`config.mk`:
```
export PLATFORM = sky130hd
export DESIGN_NAME = kbpt_port
export DESIGN_NICKNAME = d
export VERILOG_FILES = /design/src/design/kbpt_pkg.sv /design/src/design/kbpt_sync2.sv /design/src/design/kbpt_odd_parity.sv /design/src/design/kbpt_port.sv
export SDC_FILE = /design/constraint.sdc
export NUM_CORES = 1
export LEC_CHECK = 0
export BUFFER_PORTS_ARGS = -buffer_cell sky130_fd_sc_hd__buf_2
export CAP_MARGIN = 20
export CORE_AREA = 2 2 98 100
export DETAILED_ROUTE_END_ITERATION = 12
export DIE_AREA = 0 0 100 102
export PLACE_DENSITY = 0.85
export SETUP_SLACK_MARGIN = 0.4
export SLEW_MARGIN = 15
export SYNTH_ARGS = -nofsm -noshare
export SYNTH_HDL_FRONTEND = slang
export SYNTH_SLANG_ARGS = --single-unit
```
`constraint.sdc`:
```
create_clock -name clk -period 3 [get_ports clk]
set_clock_uncertainty 0.15 [all_clocks]
set_input_delay 0.3 -clock clk [delete_from_list [all_inputs] [get_ports clk]]
set_output_delay 0.3 -clock clk [all_outputs]
set_load 0.02 [all_outputs]
```
`src/design/kbpt_pkg.sv`:
```
// Constants shared by the keyboard pass-through port.
// Assumes a 25 MHz system clock and byte-wide processor data.
package kbpt_pkg;

  // ****************************************
  // Register map
  // ****************************************
  localparam logic [31:0] KBPT_DATA_ADDR = 32'h1000_0700;
  localparam logic [31:0] KBPT_STAT_ADDR = 32'h1000_0704;
  localparam logic [7:0] KBPT_RXBUF_RESET = 8'h00;
  localparam logic [7:0] KBPT_UNMAPPED_DATA = 8'h00;

  // ****************************************
  // Status field positions
  // ****************************************
  localparam int KBPT_ST_RX_FULL = 0;
  localparam int KBPT_ST_TX_FULL = 1;
  localparam int KBPT_ST_PAR_ERR = 2;
  localparam int KBPT_ST_ACK_ERR = 3;
  localparam int KBPT_ST_BUSY = 4;

  // ****************************************
  // Timing
  // ****************************************
  localparam int KBPT_CLK_PERIOD_NS = 40;
  localparam int KBPT_INHIBIT_NS = 100000;
  localparam int KBPT_INHIBIT_CYC =
    (KBPT_INHIBIT_NS + KBPT_CLK_PERIOD_NS - 1) / KBPT_CLK_PERIOD_NS;
  localparam int KBPT_TIMEOUT_NS = 2000000;
  localparam int KBPT_TIMEOUT_CYC = KBPT_TIMEOUT_NS / KBPT_CLK_PERIOD_NS;
  localparam int KBPT_TIMER_W = 16;

  // ****************************************
  // Frame layout
  // ****************************************
  localparam logic [3:0] KBPT_BIT_PARITY = 4'h9;
  localparam logic [3:0] KBPT_BIT_STOP = 4'ha;
  localparam logic [3:0] KBPT_TX_LAST_DATA = 4'h8;

  typedef enum logic [3:0] {
    KBPT_IDLE = 4'b0001,
    KBPT_RX = 4'b0010,
    KBPT_INHIBIT = 4'b0100,
    KBPT_TX = 4'b1000
  } kbpt_state_e;

endpackage

```
`src/design/kbpt_sync2.sv`:
```
// Two-stage synchroniser for a level arriving from another domain.
// Assumes an asynchronous active-low reset and a clock enable.
`timescale 1ns/1ps
module kbpt_sync2 #(
  parameter logic RESET_VAL = 1'b1
)
(
  // Clock and control
  input wire logic clk,
  input wire logic rst_n,
  input wire logic ce,
  // Level
  input wire logic d,
  output logic q
);

  logic meta_r;

  always_ff @(posedge clk or negedge rst_n)
  begin
    if (!rst_n)
    begin
      meta_r <= RESET_VAL;
      q <= RESET_VAL;
    end
    else if (ce)
    begin
      meta_r <= d;
      q <= meta_r;
    end
  end

endmodule

```
`src/design/kbpt_odd_parity.sv`:
```
// Odd parity bit over a data word.
// Purely combinational.
`timescale 1ns/1ps
module kbpt_odd_parity #(
  parameter int W = 8
)
(
  // Data in
  input wire logic [W-1:0] data,
  // Parity out: makes the count of ones odd
  output logic par
);

  initial
  begin
    if (W < 1)
      $error("kbpt_odd_parity: W must be at least 1");
  end

  assign par = ~(^data);

endmodule

```
`src/design/kbpt_port.sv`:
```
// Keyboard pass-through port: byte register port to a two-wire link.
// Assumes link clock and data arrive from another domain and that the
// pad logic resolves each open-drain line from its enable.
`timescale 1ns/1ps
module kbpt_port
  import kbpt_pkg::*;
#(
  parameter int INHIBIT_CYCLES = kbpt_pkg::KBPT_INHIBIT_CYC,
  parameter int TIMEOUT_CYCLES = kbpt_pkg::KBPT_TIMEOUT_CYC
)
(
  // Clock, reset, enable
  input wire logic clk,
  input wire logic rstn,
  input wire logic ce,
  // Processor register port
  input wire logic cs,
  input wire logic rd,
  input wire logic wr,
  input wire logic [31:0] addr,
  input wire logic [7:0] wdata,
  output logic [7:0] rdata,
  // Ready lines to the processor
  output logic transmit_slot_free_irq,
  output logic receive_byte_waiting_irq,
  // Keyboard link, open-drain
  input wire logic kb_clk_i,
  output logic kb_clk_o,
  output logic kb_clk_oe,
  input wire logic kb_dat_i,
  output logic kb_dat_o,
  output logic kb_dat_oe
);

  initial
  begin
    if (INHIBIT_CYCLES < 1 || INHIBIT_CYCLES >= (1 << KBPT_TIMER_W))
      $error("kbpt_port: INHIBIT_CYCLES out of range");
    if (TIMEOUT_CYCLES < 1 || TIMEOUT_CYCLES >= (1 << KBPT_TIMER_W))
      $error("kbpt_port: TIMEOUT_CYCLES out of range");
  end

  localparam logic [KBPT_TIMER_W-1:0] INHIBIT_LAST =
    KBPT_TIMER_W'(INHIBIT_CYCLES - 1);
  localparam logic [KBPT_TIMER_W-1:0] TIMEOUT_LAST =
    KBPT_TIMER_W'(TIMEOUT_CYCLES - 1);

  // ****************************************
  // Reset release
  // ****************************************
  logic rst_meta_r;
  logic rst_n_r;

  always_ff @(posedge clk or negedge rstn)
  begin
    if (!rstn)
    begin
      rst_meta_r <= 1'b0;
      rst_n_r <= 1'b0;
    end
    else
    begin
      rst_meta_r <= 1'b1;
      rst_n_r <= rst_meta_r;
    end
  end

  // ****************************************
  // Link inputs and edge detection
  // ****************************************
  logic kb_clk_s;
  logic kb_dat_s;
  logic kb_clk_prev_r;
  logic clk_fall;

  kbpt_sync2 #(
    .RESET_VAL(1'b1)
  ) u_sync_clk (
    .clk(clk),
    .rst_n(rst_n_r),
    .ce(ce),
    .d(kb_clk_i),
    .q(kb_clk_s)
  );

  kbpt_sync2 #(
    .RESET_VAL(1'b1)
  ) u_sync_dat (
    .clk(clk),
    .rst_n(rst_n_r),
    .ce(ce),
    .d(kb_dat_i),
    .q(kb_dat_s)
  );

  always_ff @(posedge clk or negedge rst_n_r)
  begin
    if (!rst_n_r)
      kb_clk_prev_r <= 1'b1;
    else if (ce)
      kb_clk_prev_r <= kb_clk_s;
  end

  assign clk_fall = kb_clk_prev_r & ~kb_clk_s;

  // ****************************************
  // Register access decode
  // ****************************************
  logic data_sel;
  logic stat_sel;
  logic data_rd;
  logic data_wr;
  logic tx_full_r;
  logic rx_full_r;
  logic [7:0] rx_buf_r;
  logic [7:0] tx_buf_r;
  logic par_err_r;
  logic ack_err_r;
  logic rx_done_r;
  logic tx_done_r;
  logic [7:0] rx_byte_r;
  logic rx_bad_r;
  logic ack_bad_r;
  kbpt_state_e state_r;
  logic [7:0] status;

  assign data_sel = cs && (addr == KBPT_DATA_ADDR);
  assign stat_sel = cs && (addr == KBPT_STAT_ADDR);
  assign data_rd = data_sel && rd;
  assign data_wr = data_sel && wr;

  always_comb
  begin
    status = 8'h00;
    status[KBPT_ST_RX_FULL] = rx_full_r;
    status[KBPT_ST_TX_FULL] = tx_full_r;
    status[KBPT_ST_PAR_ERR] = par_err_r;
    status[KBPT_ST_ACK_ERR] = ack_err_r;
    status[KBPT_ST_BUSY] = (state_r != KBPT_IDLE);
  end

  // ****************************************
  // Buffers and flags
  // ****************************************
  // write while not full loads buffer and sets full
  always_ff @(posedge clk or negedge rst_n_r)
  begin
    if (!rst_n_r)
    begin
      tx_full_r <= 1'b0;
      tx_buf_r <= 8'h00;
    end
    else if (ce)
    begin
      if (data_wr && !tx_full_r)
      begin
        tx_full_r <= 1'b1;
        tx_buf_r <= wdata;
      end
      else if (tx_done_r)
        tx_full_r <= 1'b0;
    end
  end

  always_ff @(posedge clk or negedge rst_n_r)
  begin
    if (!rst_n_r)
    begin
      rx_full_r <= 1'b0;
      rx_buf_r <= KBPT_RXBUF_RESET;
      par_err_r <= 1'b0;
      ack_err_r <= 1'b0;
    end
    else if (ce)
    begin
      if (rx_done_r)
      begin
        rx_full_r <= 1'b1;
        rx_buf_r <= rx_byte_r;
      end
      else if (data_rd)
        rx_full_r <= 1'b0;
      if (rx_bad_r)
        par_err_r <= 1'b1;
      else if (rx_done_r)
        par_err_r <= 1'b0;
      if (ack_bad_r)
        ack_err_r <= 1'b1;
      else if (data_wr && !tx_full_r)
        ack_err_r <= 1'b0;
    end
  end

  always_ff @(posedge clk or negedge rst_n_r)
  begin
    if (!rst_n_r)
      rdata <= 8'h00;
    else if (ce && cs && rd)
    begin
      if (data_sel)
        rdata <= rx_buf_r;
      else if (stat_sel)
        rdata <= status;
      else
        rdata <= KBPT_UNMAPPED_DATA;
    end
  end

  always_ff @(posedge clk or negedge rst_n_r)
  begin
    if (!rst_n_r)
    begin
      transmit_slot_free_irq <= 1'b1;
      receive_byte_waiting_irq <= 1'b0;
    end
    else if (ce)
    begin
      transmit_slot_free_irq <= ~tx_full_r;
      receive_byte_waiting_irq <= rx_full_r;
    end
  end

  // ****************************************
  // Link sequencer
  // ****************************************
  logic [3:0] bit_cnt_r;
  logic [7:0] shift_r;
  logic [8:0] tx_shift_r;
  logic [KBPT_TIMER_W-1:0] timer_r;
  logic rx_par_r;
  logic tx_par;

  kbpt_odd_parity #(
    .W(8)
  ) u_tx_par (
    .data(tx_buf_r),
    .par(tx_par)
  );

  // Lines are never driven high
  assign kb_clk_o = 1'b0;
  assign kb_dat_o = 1'b0;

  always_ff @(posedge clk or negedge rst_n_r)
  begin
    if (!rst_n_r)
    begin
      state_r <= KBPT_IDLE;
      bit_cnt_r <= 4'h0;
      shift_r <= 8'h00;
      tx_shift_r <= 9'h000;
      timer_r <= '0;
      rx_par_r <= 1'b0;
      rx_byte_r <= 8'h00;
      rx_done_r <= 1'b0;
      rx_bad_r <= 1'b0;
      tx_done_r <= 1'b0;
      ack_bad_r <= 1'b0;
      kb_clk_oe <= 1'b0;
      kb_dat_oe <= 1'b0;
    end
    else if (ce)
    begin
      rx_done_r <= 1'b0;
      rx_bad_r <= 1'b0;
      tx_done_r <= 1'b0;
      ack_bad_r <= 1'b0;
      if (state_r == KBPT_IDLE || (clk_fall && state_r != KBPT_INHIBIT))
        timer_r <= '0;
      else if (timer_r != TIMEOUT_LAST)
        timer_r <= timer_r + 1'b1;
      case (state_r)
        KBPT_IDLE:
        begin
          // start bit low opens a frame
          if (clk_fall && !kb_dat_s)
          begin
            state_r <= KBPT_RX;
            bit_cnt_r <= 4'h1;
          end
          else if (tx_full_r && !tx_done_r)
          begin
            // hold clock low to claim link
            state_r <= KBPT_INHIBIT;
            kb_clk_oe <= 1'b1;
            tx_shift_r <= {tx_par, tx_buf_r};
          end
        end
        KBPT_RX:
        begin
          if (timer_r == TIMEOUT_LAST)
            state_r <= KBPT_IDLE;
          else if (clk_fall)
          begin
            bit_cnt_r <= bit_cnt_r + 4'h1;
            if (bit_cnt_r < KBPT_BIT_PARITY)
              shift_r <= {kb_dat_s, shift_r[7:1]};
            else if (bit_cnt_r == KBPT_BIT_PARITY)
              rx_par_r <= kb_dat_s;
            else
            begin
              state_r <= KBPT_IDLE;
              if (kb_dat_s && (^{shift_r, rx_par_r}))
              begin
                rx_done_r <= 1'b1;
                rx_byte_r <= shift_r;
              end
              else
                rx_bad_r <= 1'b1;
            end
          end
        end
        KBPT_INHIBIT:
        begin
          if (timer_r == INHIBIT_LAST)
          begin
            // start bit by pulling data low
            state_r <= KBPT_TX;
            kb_dat_oe <= 1'b1;
            kb_clk_oe <= 1'b0;
            bit_cnt_r <= 4'h0;
          end
        end
        KBPT_TX:
        begin
          if (timer_r == TIMEOUT_LAST)
          begin
            state_r <= KBPT_IDLE;
            kb_dat_oe <= 1'b0;
            tx_done_r <= 1'b1;
            ack_bad_r <= 1'b1;
          end
          else if (clk_fall)
          begin
            bit_cnt_r <= bit_cnt_r + 4'h1;
            if (bit_cnt_r <= KBPT_TX_LAST_DATA)
            begin
              kb_dat_oe <= ~tx_shift_r[0];
              tx_shift_r <= {1'b0, tx_shift_r[8:1]};
            end
            else if (bit_cnt_r == KBPT_BIT_PARITY)
              kb_dat_oe <= 1'b0;
            else
            begin
              state_r <= KBPT_IDLE;
              tx_done_r <= 1'b1;
              ack_bad_r <= kb_dat_s;
            end
          end
        end
        default:
        begin
          state_r <= KBPT_IDLE;
          kb_clk_oe <= 1'b0;
          kb_dat_oe <= 1'b0;
        end
      endcase
    end
  end

endmodule

```
After elaboration in Yosys (flattened, before gate mapping) --
Cells that the tools add are included.
Word-level totals: register bits after elaboration 93, latch bits 0, bits in writable memories 0, bits in read-only memories 0, output and inout bits 14, memories 0
Operators by class: add/sub/neg operators 2, multiply operators 0, div/mod/pow operators 0, magnitude comparators 2, equality and inequality tests 27, shifts and indexed selects 0, mux-type cells 66, bitwise gates (word level) 10, reductions and logical operators 41
Operators by type and width (count):
- $eq 32x29->1 const B | 2
- $mux 4 | 14
- $mux 9 | 5
- $mux 1 | 38
- $mux 16 | 2
- $reduce_and 7->1 | 3
- $pmux 9 s2 | 1
- $add 16x1->16 const B | 1
- $eq 16x12->1 const B | 1
- $eq 16x16->1 const B | 1
- $ne 16x16->1 const B | 1
- $pmux 4 s4 | 1
- $reduce_and 5->1 | 3
- $reduce_and 2->1 | 7
- $ne 2x2->1 const B | 6
- $ne 3x3->1 const B | 4
- $pmux 4 s3 | 1
- $reduce_and 6->1 | 2
- $reduce_bool 2->1 | 6
- $logic_and 1x1->1 | 11
- $not 1->1 | 9
- $reduce_xor 9->1 | 1
- $eq 4x4->1 const B | 2
- $mux 8 | 1
- other kinds (19) | 25

Depth between registers and ports, before layout --
Gate-level depths: netlist (run 1).
depth after elaboration 8, mapped depth 8

By module --
From an unflattened synthesis (run 1), not the netlist that was laid out.
Second synthesis, totals: cells, all modules 417, area, all modules 4757.1 sq um
By module, submodules not included:
- kbpt_port | times used 1, cells an instance 402, area each 4545.6 sq um, sequential area each 2230.9 sq um
- kbpt_sync2 | times used 2, cells an instance 4, area each 75.1 sq um, sequential area each 52.6 sq um
- kbpt_odd_parity | times used 1, cells an instance 7, area each 61.3 sq um, sequential area each 0.0 sq um

Worst setup path before layout (run 1) --
OpenSTA, ideal clock, no wires.
path type register to register, from register timer_r[0], to register rx_byte_r[0], setup time 125 ps, data arrival time 2163 ps, setup slack 562 ps, stages on the path, launching flop included 8, path buffers 1, clock period less this slack 2438 ps, cells stage by stage dfrtp_1 > ha_1 > and4bb_2 > nand4_1 > nand4_1 > or4b_1 > buf_6 > mux2_4
On the way: cells in the longest elaborated chain, start to end 3
Ends and longest elaborated chain:
- start, declared | line kbpt_port.sv:229 | logic [KBPT_TIMER_W-1:0] timer_r;
- start signal, assigned | line kbpt_port.sv:271 | timer_r <= timer_r + 1'b1;
- $eq 16x16->1 | line kbpt_port.sv:291 | if (timer_r == TIMEOUT_LAST)
- $not 1->1 (no line)
- $reduce_and 7->1 (no line)
- end signal, assigned | line kbpt_port.sv:306 | rx_byte_r <= shift_r;
- end, declared | line kbpt_port.sv:121 | logic [7:0] rx_byte_r;
No other way between the ends. A chain may end at the register's enable or synchronous reset.

Final worst setup path (run 1) --
from register timer_r[0], to register rx_byte_r[7]
Same word-level chain as after synthesis.

==> results of run 1 <==
per-stage QoR:
stage,util [%],worst slack [ps]
after floorplan,-,562
after global placement,55.6,446
after detailed placement,55.6,377
after CTS,58.7,499
after global routing,58.8,404
final,58.8,479
layout by cell type (no fill, tap or decap), types with 5 or more instances in the layout:
master         netlist  layout
nor3_1               6       6
nor4b_1              7       6
nand2b_1             5       5
ha_1                 5       5
inv_1               16      16
mux2_2              50      50
o21ai_0             16      16
dfstp_2              7       7
o31ai_1              8       8
clkbuf_8             0       9
nand2_1             26      26
buf_4                2       8
dfrtp_1             86      85
xor2_1               9       9
xnor2_1             14      14
buf_2                6      59
nor4_1               5       5
nand4_1             10      10
nand3_1             12      12
mux2i_1              9       9
nor2_1              23      23
dlygate4sd3_1        0       7
mux2_4               8       8
registers in the layout (all words and copies together), names as in the netlist, 4 cells and up:
register and cells:
timer_r 16, tx_shift_r 9, rdata 8, rx_buf_r 8
rx_byte_r 8, shift_r 8, tx_buf_r 8, bit_cnt_r 4
state_r 4
layout make-up:
class	instances	area, µm²	share of cell area, %
Clock buffer	9	124	2.31
Clock inverter	7	86.3	1.61
Inverter	16	60.1	1.12
Multi-Input combinational cell	275	2160	40.4
Sequential cell	93	2340	43.7
Tap cell	111	139	2.59
Timing Repair Buffer	75	445	8.32
worst max path at each step:
stage / from / endpoint / slack (ps) / cells past startpoint
after floorplan: timer_r[0]$_DFFE_PN0P_ / rx_byte_r[0]$_DFFE_PN0P_ / 560 / 7
after detailed placement: shift_r[1]$_DFFE_PN0P_ / rx_byte_r[7]$_DFFE_PN0P_ / 380 / 5
after global routing: timer_r[0]$_DFFE_PN0P_ / rx_byte_r[7]$_DFFE_PN0P_ / 400 / 6
after global placement: timer_r[0]$_DFFE_PN0P_ / rx_byte_r[5]$_DFFE_PN0P_ / 450 / 6
final: timer_r[0]$_DFFE_PN0P_ / rx_byte_r[7]$_DFFE_PN0P_ / 480 / 6
after CTS: timer_r[0]$_DFFE_PN0P_ / shift_r[2]$_DFFE_PN0P_ / 500 / 6
cells by family after synthesis:
kind of cell    Yosys count  synth area share (%)
compound gates           55                  8.21
xor+xnor                 24                  4.83
fa+ha+maj                 5                  1.35
buf+inv                  35                  3.35
flops                    93                  50.4
mux                      67                  16.7
other cells               2                 0.162
simple gates            121                  15.0
layer usage:
layer / track usage (%) / wire (µm)
met2: 32.3 / 4610
met3: 3.83 / 484
met5: 0 / 0
met4: 7.59 / 127
met1: 23.6 / 3970
what timing repair did:
item	CTS	global route
hold buffers	7	0
endpoints found under the hold margin	8	0
setup endpoints to repair	8	13
resized for setup	1	2
power groups by stage:
stage | clock [mW] | combinational, mW | sequential (mW)
5_1_grt | 0.958 | 0.710 | 1.51
2_1_floorplan | 0 | 0.502 | 1.46
3_3_place_gp | 0 | 0.604 | 1.50
6_report | 0.892 | 0.643 | 1.49
4_1_cts | 0.910 | 0.640 | 1.48
3_5_place_dp | 0 | 0.628 | 1.51
==> flow_summary.yaml, run 1 <==
sta:
  worst_slew_pin_slew_ps: 784
  max_freq_mhz: 397
  period_needed_ps: 2520
  finalSetupViolations: 0
  post-route-period-util_pct: 84.0
  grt_setup_unrepaired: "no"
  slew_violations: 0
  hold_ws_ps: 4.85
  setup_tns_ps: 0
  relSlewSlack_pct: 47.2
  hold_viol: 0
logic_synthesis:
  synth_most_common_cell: "dfrtp_1"
  synth_flop_cell: "dfrtp_1"
  synth_top_area_share_pct: 46.4
  synth_edf_count: 0
  yosysSeqAreaShare_pct: 50.4
  synth_cells: 402
  yosysUniqueCellTypes: 63
  synth_area_um2: 4640
  synth_area_leaders: "dfrtp_1, mux2_2, dfstp_2, xnor2_1, mux2_4"
  synth_top_cell_by_area: "dfrtp_1"
  ys_top_cells_by_count: "dfrtp_1, mux2_2, nand2_1"
  synth_area_per_cell_um2: 11.5
  ys_ff_latch: 93
  ys_warn_count: 0
  async_reset_ff_share_pct: 100
pwr:
  p_comb_share_pct: 21.3
  p_seq_share_pct: 49.2
  pwr-share-clk_pct: 29.5
  vdd_ir_drop_max_v: 0.000479
  p_sw_share_pct: 32.1
  p_per_area_nw_per_um2: 564
  power.internal_mw: 2.05
  p_sw_mw: 0.969
  total_power_mw: 3.02
  p_leak_nw: 2.51
grt:
  grt_overflow_total: 0
  grt_max_degree: 92
  grt_first_pass_wirelength_um: 15200
  grt.total_usage_pct: 18.9
  antenna_found_initial: 0
  grt_pass1_vias: 3250
place:
  hpwl_um: 6530
  placed_area_um2: 5060
  port_buffers: 59
  gp_congestion: 0.890
  dp_cells: 563
floorplan:
  core.rowCount: 35
  die_area_um2: 10200
  die_w_um: 100
  pin_count: 62
  initial_core_util_pct: 50.9
  core-area_um2: 9110
  fp.dieH_um: 102
worst_setup_path:
  crit_path_top_delay_cell: "or4b_4"
  rrSetupSlack_ps: 480
  r2r_start: "timer_r[0]$_DFFE_PN0P_"
  worstPathMaxFanout: 9
  cp.required_ps: 3110
  path_buf_inv: 0
  cp-start-kind: "register"
  critPathKind: "reg -> reg"
  path_delay_family: "simple AND/OR/NAND/NOR gates"
  path_cells: "ha_1 -> and4bb_2 -> nand4_1 -> nand4_1 -> or4b_4 -> mux2_4"
  r2r_cells: 6
  crit_arrival_ps: 2630
  timing.rr.end: "rx_byte_r[7]$_DFFE_PN0P_"
  slowest_delay_ps: 670
  crit_top_cell: "nand4_1"
  worst_setup_path_end_kind: "register"
clock_tree:
  clock_path_buffers: 2
  clk_pin_slew_worst_paths_ps: 100
  cts_tree: "built"
  cts_root_buffer: "clkbuf_8"
  insertion_delay_ps: 370
  postCtsSetupRepairBufs: 0
  cts_sinks: 93
  cts_made_buffers: 9
  htree_levels: 3
route:
  wl_um: 9180
  num_vias: 3330
  wl_per_cell_um: 15.7
  drtAntennaViolNets: 0
  drt-pass1-iter-count: 4
  drt_iter0_drc: 184
  drc: 0
  vias_per_cell: 5.68
final_layout:
  nNetsFinal: 523
  final_cells: 586
  drive_above_1_share_pct: 33.9
  diodes: 0
  final_area_um2: 5360
  syn2layout_area_growth_pct: 15.5
  nFillCells: 753
worst_hold_path:
  whs_path_depth: 2
  min_to: "tx_buf_r[4]$_DFFE_PN0P_"
  worstHoldPathType: "in -> reg"
  min-delay-start: "wdata[4]"
flow_run:
  cap_violations: 0
status:
  status: "finished, final reports clean"
Power figures use the tool's default switching activity.
==> run 2, diff against run 1 <==
Settings changed: CORE_AREA 2 2 98 100 to 2 2 95 97, DIE_AREA 0 0 100 102 to 0 0 97 99, PLACE_DENSITY 0.85 to 0.86.
Clock period 3 ns to 2.6 ns, I/O delays scaled along.
==> run 2 against run 1 <==
  * Combinational power is 94% higher
  * Die area is 5.9% lower
  * Sequential share of layout area is 4.5 points lower
  * Utilization is 11 points higher
  * Wire length is 24% higher
  * Largest power group unchanged
  * Global-route usage is 3.3 points higher
  * Via count is 12% higher
  * Critical path depth is 1 higher
  * First-iteration DRC count is 49% higher
  * Maximum frequency is 4.4% higher
  * Cell area is 12% higher
==> flow_summary.yaml, run 2 (synthesized netlist as in run 1, its figures left out) <==
final_layout:
  diodes: 0
  mostFrequentLayoutCell: "dfrtp_1"
  final_cell_mix: "dfrtp_1, buf_2, buf_4"
  largest_reg_flops: 16
  nNetsFinal: 569
  reg_top3: "timer_r x16, tx_shift_r x9"
  largest-register: "timer_r"
  syn2layout_area_growth_pct: 29.2
  drive_above_1_share_pct: 44.1
worst_setup_path:
  path_delay_family: "simple AND/OR/NAND/NOR gates"
  slowest_delay_ps: 510
  path_buf_inv: 1
  critPathKind: "reg -> reg"
  worstPathMaxFanout: 9
  path_cells: "ha_2 -> and4bb_2 -> nand4_1 -> nand4_1 -> or4b_1 -> buf_6 -> mux2_4"
  worst_setup_path_end_kind: "register"
  rrSetupSlack_ps: 190
  crit_top_cell: "nand4_1"
  crit_path_top_delay_cell: "or4b_1"
  cp-start-kind: "register"
  timing.rr.end: "rx_byte_r[0]$_DFFE_PN0P_"
  r2r_cells: 7
  r2r_start: "timer_r[1]$_DFFE_PN0P_"
  cp.depth: 7
  crit_arrival_ps: 2530
  cp.required_ps: 2710
route:
  drc: 0
  wl_met3_um: 731
  num_vias: 3715
  met1_length_um: 4600
  vias_per_cell: 5.91
  top_layer_used: "met4"
  wl_um: 11400
  wl_met2_um: 5670
  wl_per_cell_um: 18.1
  drt-pass1-iter-count: 5
  drtAntennaViolNets: 0
  drt_iter0_drc: 274
clock_tree:
  insertion_delay_ps: 370
  cts_root_buffer: "clkbuf_8"
  clock_path_buffers: 2
  htree_levels: 3
  cts_made_buffers: 9
  clk_pin_slew_worst_paths_ps: 110
  cts_tree: "built"
  cts_sinks: 93
floorplan:
  die_w_um: 97
  initial_core_util_pct: 54.2
  fp.dieH_um: 99
  core-area_um2: 8550
  core.rowCount: 34
  die_area_um2: 9600
  pin_count: 62
worst_hold_path:
  worstHoldPathType: "in -> async"
sta:
  finalSetupViolations: 0
  worst_slack_ps: 186
  hold_ws_ps: 36.1
  relSlewSlack_pct: 61.6
  grt_setup_unrepaired: "yes"
  setup_tns_ps: 0
  period_needed_ps: 2410
  max_freq_mhz: 414
  slew_violations: 0
  hold_viol: 0
  post-route-period-util_pct: 92.8
  worst_slew_pin_slew_ps: 572
flow_run:
  cap_violations: 0
pwr:
  p_leak_nw: 2.80
  p_per_area_nw_per_um2: 657
  vdd_ir_drop_max_v: 0.000396
grt:
  grt_first_pass_wirelength_um: 17200
  grt_pass1_vias: 3616
  grt_overflow_total: 0
  grt.total_usage_pct: 22.2
  antenna_found_initial: 0
  grt_max_degree: 42
place:
  port_buffers: 59
  hpwl_um: 6930
  gp_congestion: 0.846
  pre_cts_ws_ps: 174
status:
  status: "finished, final reports clean"
## run 2: cell count changes in the layout (fill, tap and decap cells not counted), sizes merged
cell	before	now
buf	68	110
clkinv	0	2
dlygate4sd3	7	11
bufinv	1	0
inv	21	20
## run 2: through the flow
step	total power [mW]	instances	instance area, µm²	util (%)
5_1_grt	4.11	629	5990	70.0
2_1_floorplan	2.28	403	4660	-
4_1_cts	3.62	609	5630	65.9
6_report	3.94	629	5990	70.0
3_3_place_gp	2.46	568	5130	60.0
3_5_place_dp	2.50	568	5130	60.0
## run 2: how the worst max path moves through the flow
stage,start,end,slack (ps)
after floorplan,timer_r[0]$_DFFE_PN0P_,rx_byte_r[0]$_DFFE_PN0P_,190
after global placement,shift_r[1]$_DFFE_PN0P_,rx_byte_r[5]$_DFFE_PN0P_,230
after detailed placement,timer_r[0]$_DFFE_PN0P_,rx_byte_r[3]$_DFFE_PN0P_,170
after CTS,shift_r[6]$_DFFE_PN0P_,rx_byte_r[0]$_DFFE_PN0P_,200
after global routing,shift_r[6]$_DFFE_PN0P_,rx_byte_r[0]$_DFFE_PN0P_,100
final,timer_r[1]$_DFFE_PN0P_,rx_byte_r[0]$_DFFE_PN0P_,190
## run 2: layout make-up
class | count | area [µm²]
clock inverters | 7 | 77.6
inverters | 16 | 60.1
flip-flops and latches | 93 | 2340
repair buffers | 121 | 846
multi-input cells | 275 | 2400
well taps | 108 | 135
fillers | 559 | 2560
clock buffers | 9 | 124
## run 2: routing by layer
layer  up-vias  track usage, %
met1      1828            28.6
met2       177            38.4
met3        38            4.75
met4         0            6.18
met5         -               0
li1       1672               -
## run 2: where the power goes
group          internal [mW]  switching, mW
Sequential              1.57          0.147
Clock                  0.381          0.588
Combinational          0.636          0.614
Total                   2.59           1.35
## run 2: timing repair
action / in CTS / in global routing
endpoints found under the hold margin: 12 / 0
pin swaps: 6 / 8
endpoints found under the setup margin: 31 / 41
hold buffers: 11 / 0
gates cloned: 1 / 0
gates resized for setup: 25 / 45
setup buffers: 13 / 20
